**config.mk**
```make
export PLATFORM = sky130hd
export DESIGN_NAME = pcie_completer_stream_framing
export DESIGN_NICKNAME = d
export VERILOG_FILES = /design/src/hdl/cq_frame_pkg.sv /design/src/hdl/cpl_desc_decode.sv /design/src/hdl/dword_keep_mask.sv /design/src/hdl/pcie_completer_stream_framing.sv
export SDC_FILE = /design/constraint.sdc
export NUM_CORES = 2
export LEC_CHECK = 0
export ABC_AREA = 1
export BUFFER_PORTS_ARGS = -buffer_cell sky130_fd_sc_hd__buf_2
export CORE_AREA = 2 2 773 775
export CTS_CLUSTER_DIAMETER = 80
export DETAILED_ROUTE_END_ITERATION = 12
export DIE_AREA = 0 0 775 777
export GPL_TIMING_DRIVEN = 0
export HOLD_SLACK_MARGIN = 0.08
export PLACE_DENSITY = 0.3
export SYNTH_ARGS = -nofsm -noshare
export SYNTH_HDL_FRONTEND = slang
export SYNTH_SLANG_ARGS = --single-unit
```
**constraint.sdc**
```tcl
create_clock -name mclk_i -period 2.95 [get_ports mclk_i]
set_clock_uncertainty 0.05 [all_clocks]
set_input_delay 0.1475 -clock mclk_i [delete_from_list [all_inputs] [get_ports mclk_i]]
set_output_delay 0.1475 -clock mclk_i [all_outputs]
set_load 0.005 [all_outputs]
```
**src/hdl/cq_frame_pkg.sv**
```systemverilog
package cq_frame_pkg;
  // stream geometry
  localparam int HALF_BITS = 256;
  localparam int BEAT_BITS = 512;
  localparam int BEAT_BYTES = 64;
  localparam int BEAT_DWORDS = 16;
  localparam int DESC_BITS = 96;
  localparam int APB_AW = 8;

  // register byte offsets
  localparam logic [7:0] ADDR_CTRL = 8'h00;
  localparam logic [7:0] ADDR_STATUS = 8'h04;
  localparam logic [7:0] ADDR_REQ_COUNT = 8'h08;
  localparam logic [7:0] ADDR_CPL_COUNT = 8'h0c;
  localparam logic [7:0] ADDR_CPL_ERR = 8'h10;

  // control field positions and reset value
  localparam int CTRL_STRADDLE = 0;
  localparam int CTRL_ALIGNED = 1;
  localparam int CTRL_CC_STRADDLE = 2;
  localparam int CTRL_BITS = 3;
  localparam logic [2:0] CTRL_RESET = 3'h0;

  // sticky completion error bits
  localparam int ERR_VALID_DROP = 0;
  localparam int ERR_BAD_STATUS = 1;
  localparam int ERR_BAD_COUNT = 2;
  localparam int ERR_BITS = 3;

  // completion descriptor field positions
  localparam int LOWER_ADDR_LSB = 0;
  localparam int DWCOUNT_LSB = 32;
  localparam int STATUS_LSB = 43;

  // completion status encodings
  localparam logic [2:0] CPL_STATUS_SC = 3'h0;
  localparam logic [2:0] CPL_STATUS_UR = 3'h1;
  localparam logic [2:0] CPL_STATUS_CA = 3'h4;

  // lane arithmetic
  localparam logic [5:0] LANE_UPPER = 6'h20;
  localparam logic [5:0] LANE_DW_OFFSET = 6'h0c;
  localparam logic [5:0] LANE_QW_OFFSET = 6'h10;
  localparam logic [3:0] UPPER_DWORD_BASE = 4'h8;
  localparam logic [3:0] EOP1_MIN_PTR = 4'hb;

  typedef enum logic [1:0] {
    SLOT_LOW = 2'b00,
    SLOT_HIGH = 2'b01,
    SLOT_HIGH_NEW = 2'b10
  } slot_t;
endpackage

```
**src/hdl/cpl_desc_decode.sv**
```systemverilog
`timescale 1ns/1ps
module cpl_desc_decode (
  input wire logic [cq_frame_pkg::DESC_BITS-1:0] desc_i,
  input wire logic aligned_mode_i,
  input wire logic start_upper_i,
  output logic [5:0] payload_lane_o,
  output logic [10:0] dword_count_o,
  output logic [2:0] status_o,
  output logic status_bad_o,
  output logic count_bad_o
);
  import cq_frame_pkg::*;

  logic [5:0] start_lane;
  logic [3:0] low_addr;

  // six-bit sums wrap, which gives the modulo-64 lane for free
  always_comb begin
    start_lane = start_upper_i ? LANE_UPPER : 6'h00;
    low_addr = desc_i[LOWER_ADDR_LSB +: 4];
    status_o = desc_i[STATUS_LSB +: 3];
    dword_count_o = desc_i[DWCOUNT_LSB +: 11];
    if (aligned_mode_i) begin
      payload_lane_o = start_lane + LANE_QW_OFFSET + {2'b00, low_addr};
    end else begin
      payload_lane_o = start_lane + LANE_DW_OFFSET + {4'h0, low_addr[1:0]};
    end
    status_bad_o = !(status_o == CPL_STATUS_SC || status_o == CPL_STATUS_UR
                     || status_o == CPL_STATUS_CA);
    count_bad_o = (status_o == CPL_STATUS_UR || status_o == CPL_STATUS_CA)
                  && (dword_count_o != 11'h000);
  end
endmodule

```
**src/hdl/dword_keep_mask.sv**
```systemverilog
`timescale 1ns/1ps
module dword_keep_mask #(
  parameter int DWORDS = 16,
  parameter int PW = $clog2(DWORDS)
) (
  input wire logic [PW-1:0] end_ptr_i,
  input wire logic full_i,
  output logic [4*DWORDS-1:0] keep_o
);
  import cq_frame_pkg::*;

  // every dword up to the last one keeps its four bytes
  genvar i;
  generate
    for (i = 0; i < DWORDS; i++) begin : g_dw
      localparam logic [PW-1:0] IDX = PW'(i);
      assign keep_o[4*i +: 4] = {4{full_i || (IDX <= end_ptr_i)}};
    end
  endgenerate
endmodule

```
**src/hdl/pcie_completer_stream_framing.sv**
```systemverilog
// Function
// - with straddle on, a new request may start when the previous ended by dword 7.
// - straddle works only with dword-aligned placement, never with 128-bit aligned.
// - under straddle, byte keep is all ones and last stays low.
// - start flag 0 marks a start; lane 32 start only with end flag 0.
// - start flag 1 marks two starts, at lanes 0 and 32, after an end.
// - end flag 0 marks an end; first offset gives its last dword.
// - end flag 1 marks a second end, needs end flag 0, offset 11 to 15.
// - with dword-aligned placement, payload dwords follow the descriptor with no gap.
// - completion stream has a straddle bit, shown in status only; completions are never packed two per beat.
// - completion valid must stay high through a packet; a drop nullifies it.
`timescale 1ns/1ps
module pcie_completer_stream_framing (
  input wire logic mclk_i,
  input wire logic rst_i,
  input wire logic [cq_frame_pkg::APB_AW-1:0] paddr_i,
  input wire logic psel_i,
  input wire logic penable_i,
  input wire logic pwrite_i,
  input wire logic [31:0] pwdata_i,
  input wire logic [3:0] pstrb_i,
  output logic [31:0] prdata_o,
  output logic pready_o,
  output logic pslverr_o,
  input wire logic [cq_frame_pkg::HALF_BITS-1:0] req_in_data_i,
  input wire logic req_in_valid_i,
  input wire logic req_in_sop_i,
  input wire logic req_in_eop_i,
  input wire logic [2:0] req_in_end_ptr_i,
  output logic req_in_ready_o,
  output logic [cq_frame_pkg::BEAT_BITS-1:0] request_out_data_o,
  output logic request_out_valid_o,
  input wire logic request_out_ready_i,
  output logic [cq_frame_pkg::BEAT_BYTES-1:0] request_out_byte_keep_o,
  output logic request_out_last_o,
  output logic [1:0] tlp_start_flags_o,
  output logic [1:0] tlp_end_flags_o,
  output logic [3:0] first_end_dword_offset_o,
  output logic [3:0] second_end_dword_offset_o,
  input wire logic [cq_frame_pkg::BEAT_BITS-1:0] completion_in_data_i,
  input wire logic completion_in_valid_i,
  input wire logic completion_in_last_i,
  output logic completion_in_ready_o,
  output logic [cq_frame_pkg::BEAT_BITS-1:0] cpl_out_data_o,
  output logic cpl_out_valid_o,
  output logic cpl_out_last_o,
  output logic cpl_out_sop_o,
  output logic cpl_out_nullify_o,
  output logic [5:0] cpl_payload_lane_o,
  output logic [10:0] cpl_dword_count_o,
  output logic [2:0] cpl_status_o,
  input wire logic cpl_out_ready_i
);
  import cq_frame_pkg::*;

  typedef struct packed {
    slot_t slot;
    logic [BEAT_BITS-1:0] beat;
    logic [1:0] sop;
    logic [1:0] eop;
    logic [3:0] ptr0;
    logic [3:0] ptr1;
    logic ovalid;
    logic olast;
    logic kfull;
    logic [CTRL_BITS-1:0] ctrl;
    logic [31:0] req_count;
    logic [31:0] cpl_count;
    logic [ERR_BITS-1:0] err;
    logic [31:0] prdata;
    logic pslverr;
    logic in_pkt;
    logic [BEAT_BITS-1:0] cdata;
    logic cvalid;
    logic clast;
    logic csop;
    logic cnull;
    logic [5:0] lane;
    logic [10:0] dwc;
    logic [2:0] cstat;
  } frame_state_t;

  frame_state_t s;
  frame_state_t next_s;
  logic straddle;
  logic cc_straddle;
  logic out_free;
  logic req_take;
  logic cpl_free;
  logic cpl_take;
  logic emit;
  logic [ERR_BITS-1:0] err_set;
  logic [ERR_BITS-1:0] err_clr;
  logic [5:0] dec_lane;
  logic [10:0] dec_dwc;
  logic [2:0] dec_status;
  logic dec_status_bad;
  logic dec_count_bad;

  // straddle is forced off whenever 128-bit aligned placement is chosen
  assign straddle = s.ctrl[CTRL_STRADDLE] && !s.ctrl[CTRL_ALIGNED];
  assign cc_straddle = s.ctrl[CTRL_CC_STRADDLE] && !s.ctrl[CTRL_ALIGNED];
  assign out_free = !s.ovalid || request_out_ready_i;
  assign req_take = req_in_valid_i && out_free;
  assign cpl_free = !s.cvalid || cpl_out_ready_i;
  assign cpl_take = completion_in_valid_i && cpl_free;

  // descriptor starts at lane 0: two completions per beat are not packed here
  cpl_desc_decode u_desc (
    .desc_i(completion_in_data_i[DESC_BITS-1:0]),
    .aligned_mode_i(s.ctrl[CTRL_ALIGNED]),
    .start_upper_i(1'b0),
    .payload_lane_o(dec_lane),
    .dword_count_o(dec_dwc),
    .status_o(dec_status),
    .status_bad_o(dec_status_bad),
    .count_bad_o(dec_count_bad)
  );

  dword_keep_mask #(
    .DWORDS(BEAT_DWORDS)
  ) u_keep (
    .end_ptr_i(s.ptr0),
    .full_i(s.kfull),
    .keep_o(request_out_byte_keep_o)
  );

  // next-state logic: request framer, completion pass, register file
  always_comb begin
    next_s = s;
    emit = 1'b0;
    err_set = '0;
    err_clr = '0;
    next_s.cnull = 1'b0;
    if (s.ovalid && request_out_ready_i) begin
      next_s.ovalid = 1'b0;
    end
    // halves are packed back to back, so payload stays right behind the header
    case (s.slot)
      SLOT_LOW: begin
        if (req_take) begin
          next_s.beat = {{HALF_BITS{1'b0}}, req_in_data_i};
          next_s.sop = {1'b0, req_in_sop_i};
          next_s.eop = {1'b0, req_in_eop_i};
          next_s.ptr0 = req_in_eop_i ? {1'b0, req_in_end_ptr_i} : 4'h0;
          next_s.ptr1 = 4'h0;
          if (!req_in_eop_i) begin
            next_s.slot = SLOT_HIGH;
          end else if (straddle) begin
            next_s.slot = SLOT_HIGH_NEW;
          end else begin
            emit = 1'b1;
            next_s.ovalid = 1'b1;
            next_s.olast = 1'b1;
            next_s.kfull = 1'b0;
          end
        end
      end
      SLOT_HIGH: begin
        if (req_take) begin
          emit = 1'b1;
          next_s.beat[BEAT_BITS-1:HALF_BITS] = req_in_data_i;
          next_s.eop = {1'b0, req_in_eop_i};
          next_s.ptr0 = req_in_eop_i ? UPPER_DWORD_BASE + {1'b0, req_in_end_ptr_i} : 4'h0;
          next_s.ovalid = 1'b1;
          next_s.olast = req_in_eop_i && !straddle;
          next_s.kfull = straddle || !req_in_eop_i;
          next_s.slot = SLOT_LOW;
        end
      end
      SLOT_HIGH_NEW: begin
        // a start in the upper half always rides with the end in the lower half
        if (req_take) begin
          emit = 1'b1;
          next_s.beat[BEAT_BITS-1:HALF_BITS] = req_in_data_i;
          next_s.sop = {s.sop[0], 1'b1};
          next_s.eop = {req_in_eop_i, 1'b1};
          next_s.ptr1 = req_in_eop_i ? UPPER_DWORD_BASE + {1'b0, req_in_end_ptr_i} : 4'h0;
          next_s.ovalid = 1'b1;
          next_s.olast = 1'b0;
          next_s.kfull = 1'b1;
          next_s.slot = SLOT_LOW;
        end else if (!req_in_valid_i && out_free) begin
          // nothing to share the beat with: send it rather than stall the packet
          emit = 1'b1;
          next_s.ovalid = 1'b1;
          next_s.olast = 1'b0;
          next_s.kfull = 1'b1;
          next_s.slot = SLOT_LOW;
        end
      end
      default: begin
        next_s.slot = SLOT_LOW;
      end
    endcase
    next_s.req_count = s.req_count + 32'(req_take && req_in_sop_i);

    // completion stream: one register stage, descriptor checked on the first beat
    if (s.cvalid && cpl_out_ready_i) begin
      next_s.cvalid = 1'b0;
    end
    if (cpl_take) begin
      next_s.cdata = completion_in_data_i;
      next_s.cvalid = 1'b1;
      next_s.clast = completion_in_last_i;
      next_s.csop = !s.in_pkt;
      next_s.in_pkt = !completion_in_last_i;
      if (!s.in_pkt) begin
        next_s.lane = dec_lane;
        next_s.dwc = dec_dwc;
        next_s.cstat = dec_status;
        next_s.cpl_count = s.cpl_count + 32'h0000_0001;
        err_set[ERR_BAD_STATUS] = dec_status_bad;
        err_set[ERR_BAD_COUNT] = dec_count_bad;
      end
    end else if (s.in_pkt && !completion_in_valid_i) begin
      // valid fell inside a packet: kill what was sent and resync on next start
      next_s.cnull = 1'b1;
      next_s.in_pkt = 1'b0;
      err_set[ERR_VALID_DROP] = 1'b1;
    end

    // apb: decode and read data captured in the setup cycle, writes in access
    if (psel_i && !penable_i) begin
      next_s.pslverr = 1'b0;
      next_s.prdata = 32'h0000_0000;
      if (paddr_i == ADDR_CTRL) begin
        next_s.prdata = 32'(s.ctrl);
      end else if (paddr_i == ADDR_STATUS) begin
        next_s.prdata = 32'({s.slot, s.in_pkt, cc_straddle,
                             s.ctrl[CTRL_STRADDLE] && s.ctrl[CTRL_ALIGNED], straddle});
      end else if (paddr_i == ADDR_REQ_COUNT) begin
        next_s.prdata = s.req_count;
      end else if (paddr_i == ADDR_CPL_COUNT) begin
        next_s.prdata = s.cpl_count;
      end else if (paddr_i == ADDR_CPL_ERR) begin
        next_s.prdata = 32'(s.err);
      end else begin
        next_s.pslverr = 1'b1;
      end
    end
    if (psel_i && penable_i && pwrite_i && pstrb_i[0]) begin
      if (paddr_i == ADDR_CTRL) begin
        next_s.ctrl = pwdata_i[CTRL_BITS-1:0];
      end else if (paddr_i == ADDR_CPL_ERR) begin
        err_clr = pwdata_i[ERR_BITS-1:0];
      end
    end
    // a new error in the clearing cycle survives the clear
    next_s.err = (s.err & ~err_clr) | err_set;
  end

  // single state register
  always_ff @(posedge mclk_i) begin
    if (rst_i) begin
      s <= '0;
      s.ctrl <= CTRL_RESET;
    end else begin
      s <= next_s;
    end
  end

  // outputs straight from state, except pready_o, tied high, and the two input readies, which also follow the downstream ready inputs
  assign prdata_o = s.prdata;
  assign pready_o = 1'b1;
  assign pslverr_o = s.pslverr;
  assign req_in_ready_o = out_free;
  assign request_out_data_o = s.beat;
  assign request_out_valid_o = s.ovalid;
  assign request_out_last_o = s.olast;
  assign tlp_start_flags_o = s.sop;
  assign tlp_end_flags_o = s.eop;
  assign first_end_dword_offset_o = s.ptr0;
  assign second_end_dword_offset_o = s.ptr1;
  assign completion_in_ready_o = cpl_free;
  assign cpl_out_data_o = s.cdata;
  assign cpl_out_valid_o = s.cvalid;
  assign cpl_out_last_o = s.clast;
  assign cpl_out_sop_o = s.csop;
  assign cpl_out_nullify_o = s.cnull;
  assign cpl_payload_lane_o = s.lane;
  assign cpl_dword_count_o = s.dwc;
  assign cpl_status_o = s.cstat;
endmodule

```
Word-level counts from Yosys, hierarchy flattened
Index checks and enable logic that the tools add are counted.
{"block": "classes", "n_lt_le_gt_ge": 16, "muxes": 47, "bitwise_logic": 4, "add_sub_neg": 5, "eq_ne": 15, "n_reduce_logical": 66}
{"op": "one-hot mux 256 bit (3 select lines)", "count": 1}
{"op": "two-way mux 529 bit", "count": 1}
{"op": "two-way mux 258 bit", "count": 1}
{"op": "two-way mux 256 bit", "count": 1}
{"op": "two-way mux 32 bit", "count": 4}
{"op": "two-way mux 3 bit", "count": 11}
{"op": "adder 32 x 1 -> 32 bit", "count": 1}
{"op": "adder 32 x 1 -> 32 bit, second input constant", "count": 1}
{"op": "less-or-equal comparator 4 bit, first input constant", "count": 8}
{"op": "logical OR 1 bit", "count": 22}
{"op": "== test 8 x 4 -> 1 bit, second input constant", "count": 2}
{"op": "less-or-equal comparator 3 x 4 -> 1 bit, first input constant", "count": 4}
{"op": "logical AND 1 bit", "count": 16}
{"op": "one-hot mux 4 bit (2 select lines)", "count": 2}
{"op": "two-way mux 2 bit", "count": 6}
{"op": "two-way mux 4 bit", "count": 3}
{"op": "two-way mux 6 bit", "count": 2}
{"op": "one-hot mux 2 bit (3 select lines)", "count": 2}
{"op": "zero test 1 bit", "count": 11}
{"op": "two-way mux 1 bit", "count": 11}
{"op": "nonzero test 11 bit", "count": 1}
{"op": "inequality test 2 bit, second input constant", "count": 5}
{"op": "one-hot mux 3 bit (3 select lines)", "count": 1}
{"op": "== test 8 x 3 -> 1 bit, second input constant", "count": 1}
{"op": "other kinds (25)", "count": 35}
{"block": "totals", "reg_bits": 1169, "elab_cells": 178}

Depth between registers and ports, before layout
{"block": "logic_depth", "word_depth": 7, "ltp_mapped": 15}

Modules after synthesis
Synthesis repeated with hierarchy kept, for this count alone.
{"block": "hier_totals", "cells_unflattened": 6780, "area_unflattened_um2": 51419.3}
{"mod": "pcie_completer_stream_framing", "n_inst": 1, "area_each_um2": 50693.6, "cells_each": 6662, "seq_area_each_um2": 23402.4}
{"mod": "dword_keep_mask", "n_inst": 1, "area_each_um2": 513.0, "cells_each": 82, "seq_area_each_um2": 0.0}
{"mod": "cpl_desc_decode", "n_inst": 1, "area_each_um2": 212.7, "cells_each": 36, "seq_area_each_um2": 0.0}

Least setup slack after synthesis
No wires, ideal clock.
{"block": "synth_timing", "path_kind": "reg2reg", "startpoint": "register s (netlist bit request_out_valid_o)", "endpoint": "register s[623] (netlist bit)", "arrival_ps": 1809, "setup_time_ps": 128, "t_required_ps": 2772, "setup_slack_ps": 964, "path_stages_with_launch": 13, "path_cell_list": "dfxtp_1 nand2_2 nand2_2 nor2_1 ha_1 ha_1 nand2_1 nor2_4 nand2_1 nor2_1 nand3_1 xor2_1 nor2_1"}
{"block": "synth_between", "elab_chain_cells": 5}
{"element": "start, declared", "line": "pcie_completer_stream_framing.sv:83", "text": "frame_state_t s;"}
{"element": "start signal, assigned", "line": "pcie_completer_stream_framing.sv:259", "text": "s <= next_s;"}
{"element": "zero test 1 bit", "line": "pcie_completer_stream_framing.sv:103", "text": "assign out_free = !s.ovalid || request_out_ready_i;"}
{"element": "logical OR 1 bit", "line": "pcie_completer_stream_framing.sv:103"}
{"element": "net req_in_ready_o", "line": "pcie_completer_stream_framing.sv:30", "text": "output logic req_in_ready_o,"}
{"element": "logical AND 1 bit", "line": "pcie_completer_stream_framing.sv:104", "text": "assign req_take = req_in_valid_i && out_free;"}
{"element": "logical AND 1 bit", "line": "pcie_completer_stream_framing.sv:196", "text": "next_s.req_count = s.req_count + 32'(req_take && req_in_sop_i);"}
{"element": "adder 32 x 1 -> 32 bit", "line": "pcie_completer_stream_framing.sv:196"}
The timed path passes the listed nets, and every way through them passes these cells.
A chain may end at the register's enable or synchronous reset.

Worst setup path in the final report
{"block": "layout_timing", "startpoint": "input paddr_i[6] (netlist bit)", "endpoint": "register s (netlist bit prdata_o[0])"}
{"block": "layout_between", "elab_chain_cells": 6, "word_cells_on_any_way": 10, "classes_between": "eq/ne: 4; mux: 5; reduce/logical: 1"}
{"element": "start, declared", "line": "pcie_completer_stream_framing.sv:16", "text": "input wire logic [cq_frame_pkg::APB_AW-1:0] paddr_i,"}
{"element": "== test 8 x 5 -> 1 bit", "line": "pcie_completer_stream_framing.sv:236", "text": "end else if (paddr_i == ADDR_CPL_ERR) begin"}
{"element": "two-way mux 3 bit", "line": "pcie_completer_stream_framing.sv:236"}
{"element": "two-way mux 32 bit", "line": "pcie_completer_stream_framing.sv:234", "text": "end else if (paddr_i == ADDR_CPL_COUNT) begin"}
{"element": "two-way mux 32 bit", "line": "pcie_completer_stream_framing.sv:232", "text": "end else if (paddr_i == ADDR_REQ_COUNT) begin"}
{"element": "two-way mux 32 bit", "line": "pcie_completer_stream_framing.sv:229", "text": "end else if (paddr_i == ADDR_STATUS) begin"}
{"element": "two-way mux 32 bit (*)", "line": "pcie_completer_stream_framing.sv:227", "text": "if (paddr_i == ADDR_CTRL) begin"}
Every way passes the cells marked *; elsewhere a longest branch is shown, timed or not.

==> results.py <==
metrics = {
    "routing": {
        "routedWlPerCell_um": 25.9,
        "first_pass_iters": 7,
        "vias_per_cell": 3.15,
        "initialDrtViolationCount": 2617,
        "route.antenna.remaining_nets": 0,
        "num_vias": 57800,
        "remaining_drc_errors": 0,
        "wl_mm": 474,
    },
    "synthesis": {
        "synth_enable_flop_cells": 0,
        "synth.top_cell.area_share": 0.458,
        "synth.lib_cells_used.distinct": 40,
        "ys_async_sr_fraction": 0,
        "postSynthAreaPerCell_sq_um": 7.62,
        "mappedNetlistArea_sq_um": 51100,
        "synthCells": 6699,
        "yosys.area.top_type": "dfxtp_1",
        "seq_area_frac_synth": 0.458,
        "yosys_warnings": 0,
        "dominantRegCellSynth": "dfxtp_1",
        "total_of_flip_flops_plus_latches_after_synthesis": 1168,
        "netlist_top_cells_area": "dfxtp_1 46%, buf_4 17%, nor2_1 12%",
    },
    "timing": {
        "finalSetupViolations": 0,
        "worstMarginPinSlew_ns": 1.33,
        "min_period_over_period": 0.973,
        "highest_clock_frequency_the_design_can_meet_ghz": 0.348,
        "setup_total_negative_slack_ns": 0,
        "relSlewSlack": 0.111,
        "timing.final.hold_violations": 0,
        "layout_min_cycle_time_ns": 2.87,
        "finalMaxSlewViolations": 0,
        "final.hold.worst_slack_ns": 0.155,
    },
    "grt": {
        "grt_max_degree": 16,
        "groute.usage.overall": 0.151,
        "busiest_layer": "met2",
        "gr-usage-met3": 0.0430,
        "globalRoute.totalOverflow": 0,
        "global_route_wire_length_before_repair_mm": 600,
        "grt_antenna_before_repair": 158,
        "grt_use_met1": 0.145,
        "vias_in_the_first_global_route": 59100,
        "met2_usage_in_global_routing": 0.293,
    },
    "critical_path": {
        "crit_path_frequent_cell": "dlygate4sd3_1",
        "worstPathMaxFanout": 10,
        "critical_path.max_stage_delay_ns": 0.68,
        "r2r-start": "s[1167]$_SDFFE_PP0P_",
        "critPathLaunch": "paddr_i[6]",
        "start_kind": "input port",
        "worst_setup_path_end_kind": "flip-flop",
        "critPathSlowestCell": "dlygate4sd3_1",
        "crit_type": "in2reg",
        "reg2reg_depth": 9,
        "worstPathArrival_ns": 3.69,
        "required_arrival_time_at_the_worst_endpoint_ns": 3.77,
        "crit_chain": "dlygate4sd3_1, buf_2, nor2_4, nand3_2, dlygate4sd3_1, nor2_4, inv_2, clkbuf_2, nand3_1, nand2_1, a21oi_1, dlygate4sd3_1",
    },
    "place": {
        "dp_hpwl_mm": 408,
        "placement.cell_area_sq_um": 70800,
        "gp_routability_congestion": 0.904,
        "port-buffer-count": 1948,
    },
    "floorplan": {
        "floorplan.initialDensity": 0.0861,
        "dieArea_sq_um": 602000,
        "core_area_sq_um": 593000,
        "ios": 1989,
        "placementRows": 283,
        "chipWidth_um": 775,
        "die_h_um": 777,
    },
    "hold_path": {
        "hold_crit_class": "in2reg",
        "hold_start": "completion_in_data_i[491]",
        "hold_path_depth": 4,
    },
    "cts": {
        "cts_tree": "yes",
        "root_buffer": "clkbuf_16",
        "clockBufferDepth": 4,
        "clock_slew_seen_by_the_registers_of_the_worst_setup_and_hold_paths_ns": 0.06,
        "worst_skew_late_latency_ns": 0.93,
        "h-tree-depth": 4,
        "clock_sink_count": 1168,
        "cts_buffers": 182,
    },
    "cells_and_area": {
        "seq_area_sq_um": 23400,
        "final_design_area_no_fill_sq_um": 91800,
        "multiInputGateArea_sq_um": 17000,
        "drive_gt1_frac": 0.347,
        "fillerInstances": 68600,
        "final_core_util": 0.155,
        "area_delta_synth_final_pct": 79.8,
        "fin_nets": 11100,
    },
    "power_and_ir_drop": {
        "power-per-cell-area_nw_per_um2": 599,
        "leakagePower_nw": 40.9,
        "power.ir.vdd_worst_mv": 0.438,
        "post-layout-total-power_w": 0.0550,
    },
    "flow_run": {
        "max-cap-violations": 0,
    },
    "outcome": {
        "outcome": "complete, no violations",
    },
}
[worst max-delay path, delay by kind of cell]
| kind | cells | cell delay (ns) |
|---|---|---|
| AO/OA/AOI/OAI | 1 | 0.14 |
| buffers and inverters | 6 | 2.46 |
| AND/OR/NAND/NOR | 5 | 0.93 |
[sequential cells by signal, summed over array words and instances, names as in the netlist]
register / flops
cpl_dword_count_o: 11
cpl_out_valid_o: 1
s: 74
cpl_out_data_o: 512
first_end_dword_offset_o: 4
tlp_end_flags_o: 2
cpl_out_last_o: 1
cpl_payload_lane_o: 5
request_out_last_o: 1
cpl_status_o: 3
tlp_start_flags_o: 2
cpl_out_nullify_o: 1
cpl_out_sop_o: 1
request_out_data_o: 512
prdata_o: 32
second_end_dword_offset_o: 4
pslverr_o: 1
request_out_valid_o: 1
[metrics by stage]
| stage | worst slack [ns] | instances |
|---|---|---|
| after global routing | -0.000813 | 18300 |
| final | 0.0786 | 18300 |
| after detailed placement | -1.26 | 16500 |
| after floorplan | 0.964 | 6703 |
| after CTS | 0.00211 | 18300 |
| after global placement | -1.61 | 16500 |
[final timing paths]
check / end / slack, ns
max: prdata_o[0]$_SDFFE_PP0P_ / 0.08
min: cpl_out_data_o[491]$_SDFFE_PP0P_ / 0.15
max reg2reg: request_out_data_o[55]$_SDFFE_PP0P_ / 0.15
min reg2reg: cpl_out_sop_o$_SDFFE_PP0P_ / 0.41
[power breakdown]
part | switching, W | leakage (nW) | internal (W)
sequential | 0.00101 | 9.62 | 0.0172
combinational | 0.00816 | 28.3 | 0.00579
clock | 0.00950 | 2.98 | 0.0133
total | 0.0187 | 40.9 | 0.0363
[kinds of logic (layout without fill, tap and decap cells)]
kind of cell,count (synthesis),in the layout,synth area share
compound gates,1229,1229,0.123
xor+xnor,8,8,0.00137
fa+ha+maj,7,7,0.00172
buf+inv,1653,5390,0.211
flops,1168,1168,0.458
other cells,2,76,0.000147
simple gates,2632,2632,0.205
[layout make-up]
type,count,area share
sequential,1168,0.255
tap,7837,0.107
inverter,115,0.00484
clock inverter,78,0.0109
buffer,1537,0.114
timing repair buffer,3413,0.266
antenna,70,0.00191
multi-input combinational,3882,0.185
clock buffer,247,0.0559
[placed cells by master, fill, tap and decap left out, types with 9 or more instances in the layout]
master         count
a21oi_1          362
a2bb2oi_1         16
buf_2           2060
buf_4           1164
buf_6             14
bufinv_16         12
clkbuf_1         248
clkbuf_16        182
clkbuf_2          28
clkbuf_8          33
clkinv_2          27
clkinvlp_4        14
dfxtp_1         1163
diode_2           70
dlygate4sd3_1   1453
inv_1            104
inv_6             10
nand2_1          593
nand3_1          308
nand3b_1          11
nand4_1           13
nor2_1          1656
nor2_2             9
nor3_1            16
o21ai_0          800
o21ai_1           31
[cell usage after synthesis (all sizes together), types with 7 or more instances]
cell type and number:
nor3 16, xor2 8, nand3b 11, ha 7, clkbuf 249, inv 115
buf 1289, nand3 310, nand4 13, dfxtp 1168, o21ai 836, a2bb2oi 16
a21oi 362, nor2 1673, nand2 600
[timing repair]
action                                  in CTS  in global routing
gates resized for setup                     64                 25
endpoints found under the hold margin     1120                  0
pin swaps                                    1                  1
hold buffers                              1453                  0
endpoints found under the setup margin     772                 48
buffers inserted                             4                  1
[per-layer routing]
metal,share of wire,vias to the layer above
met1,0.34,27400
met3,0.067,596
met4,0.060,58
li1,-,27800
met5,0.00079,-
met2,0.53,2000
No activity file was read; power rests on OpenSTA's default activity.
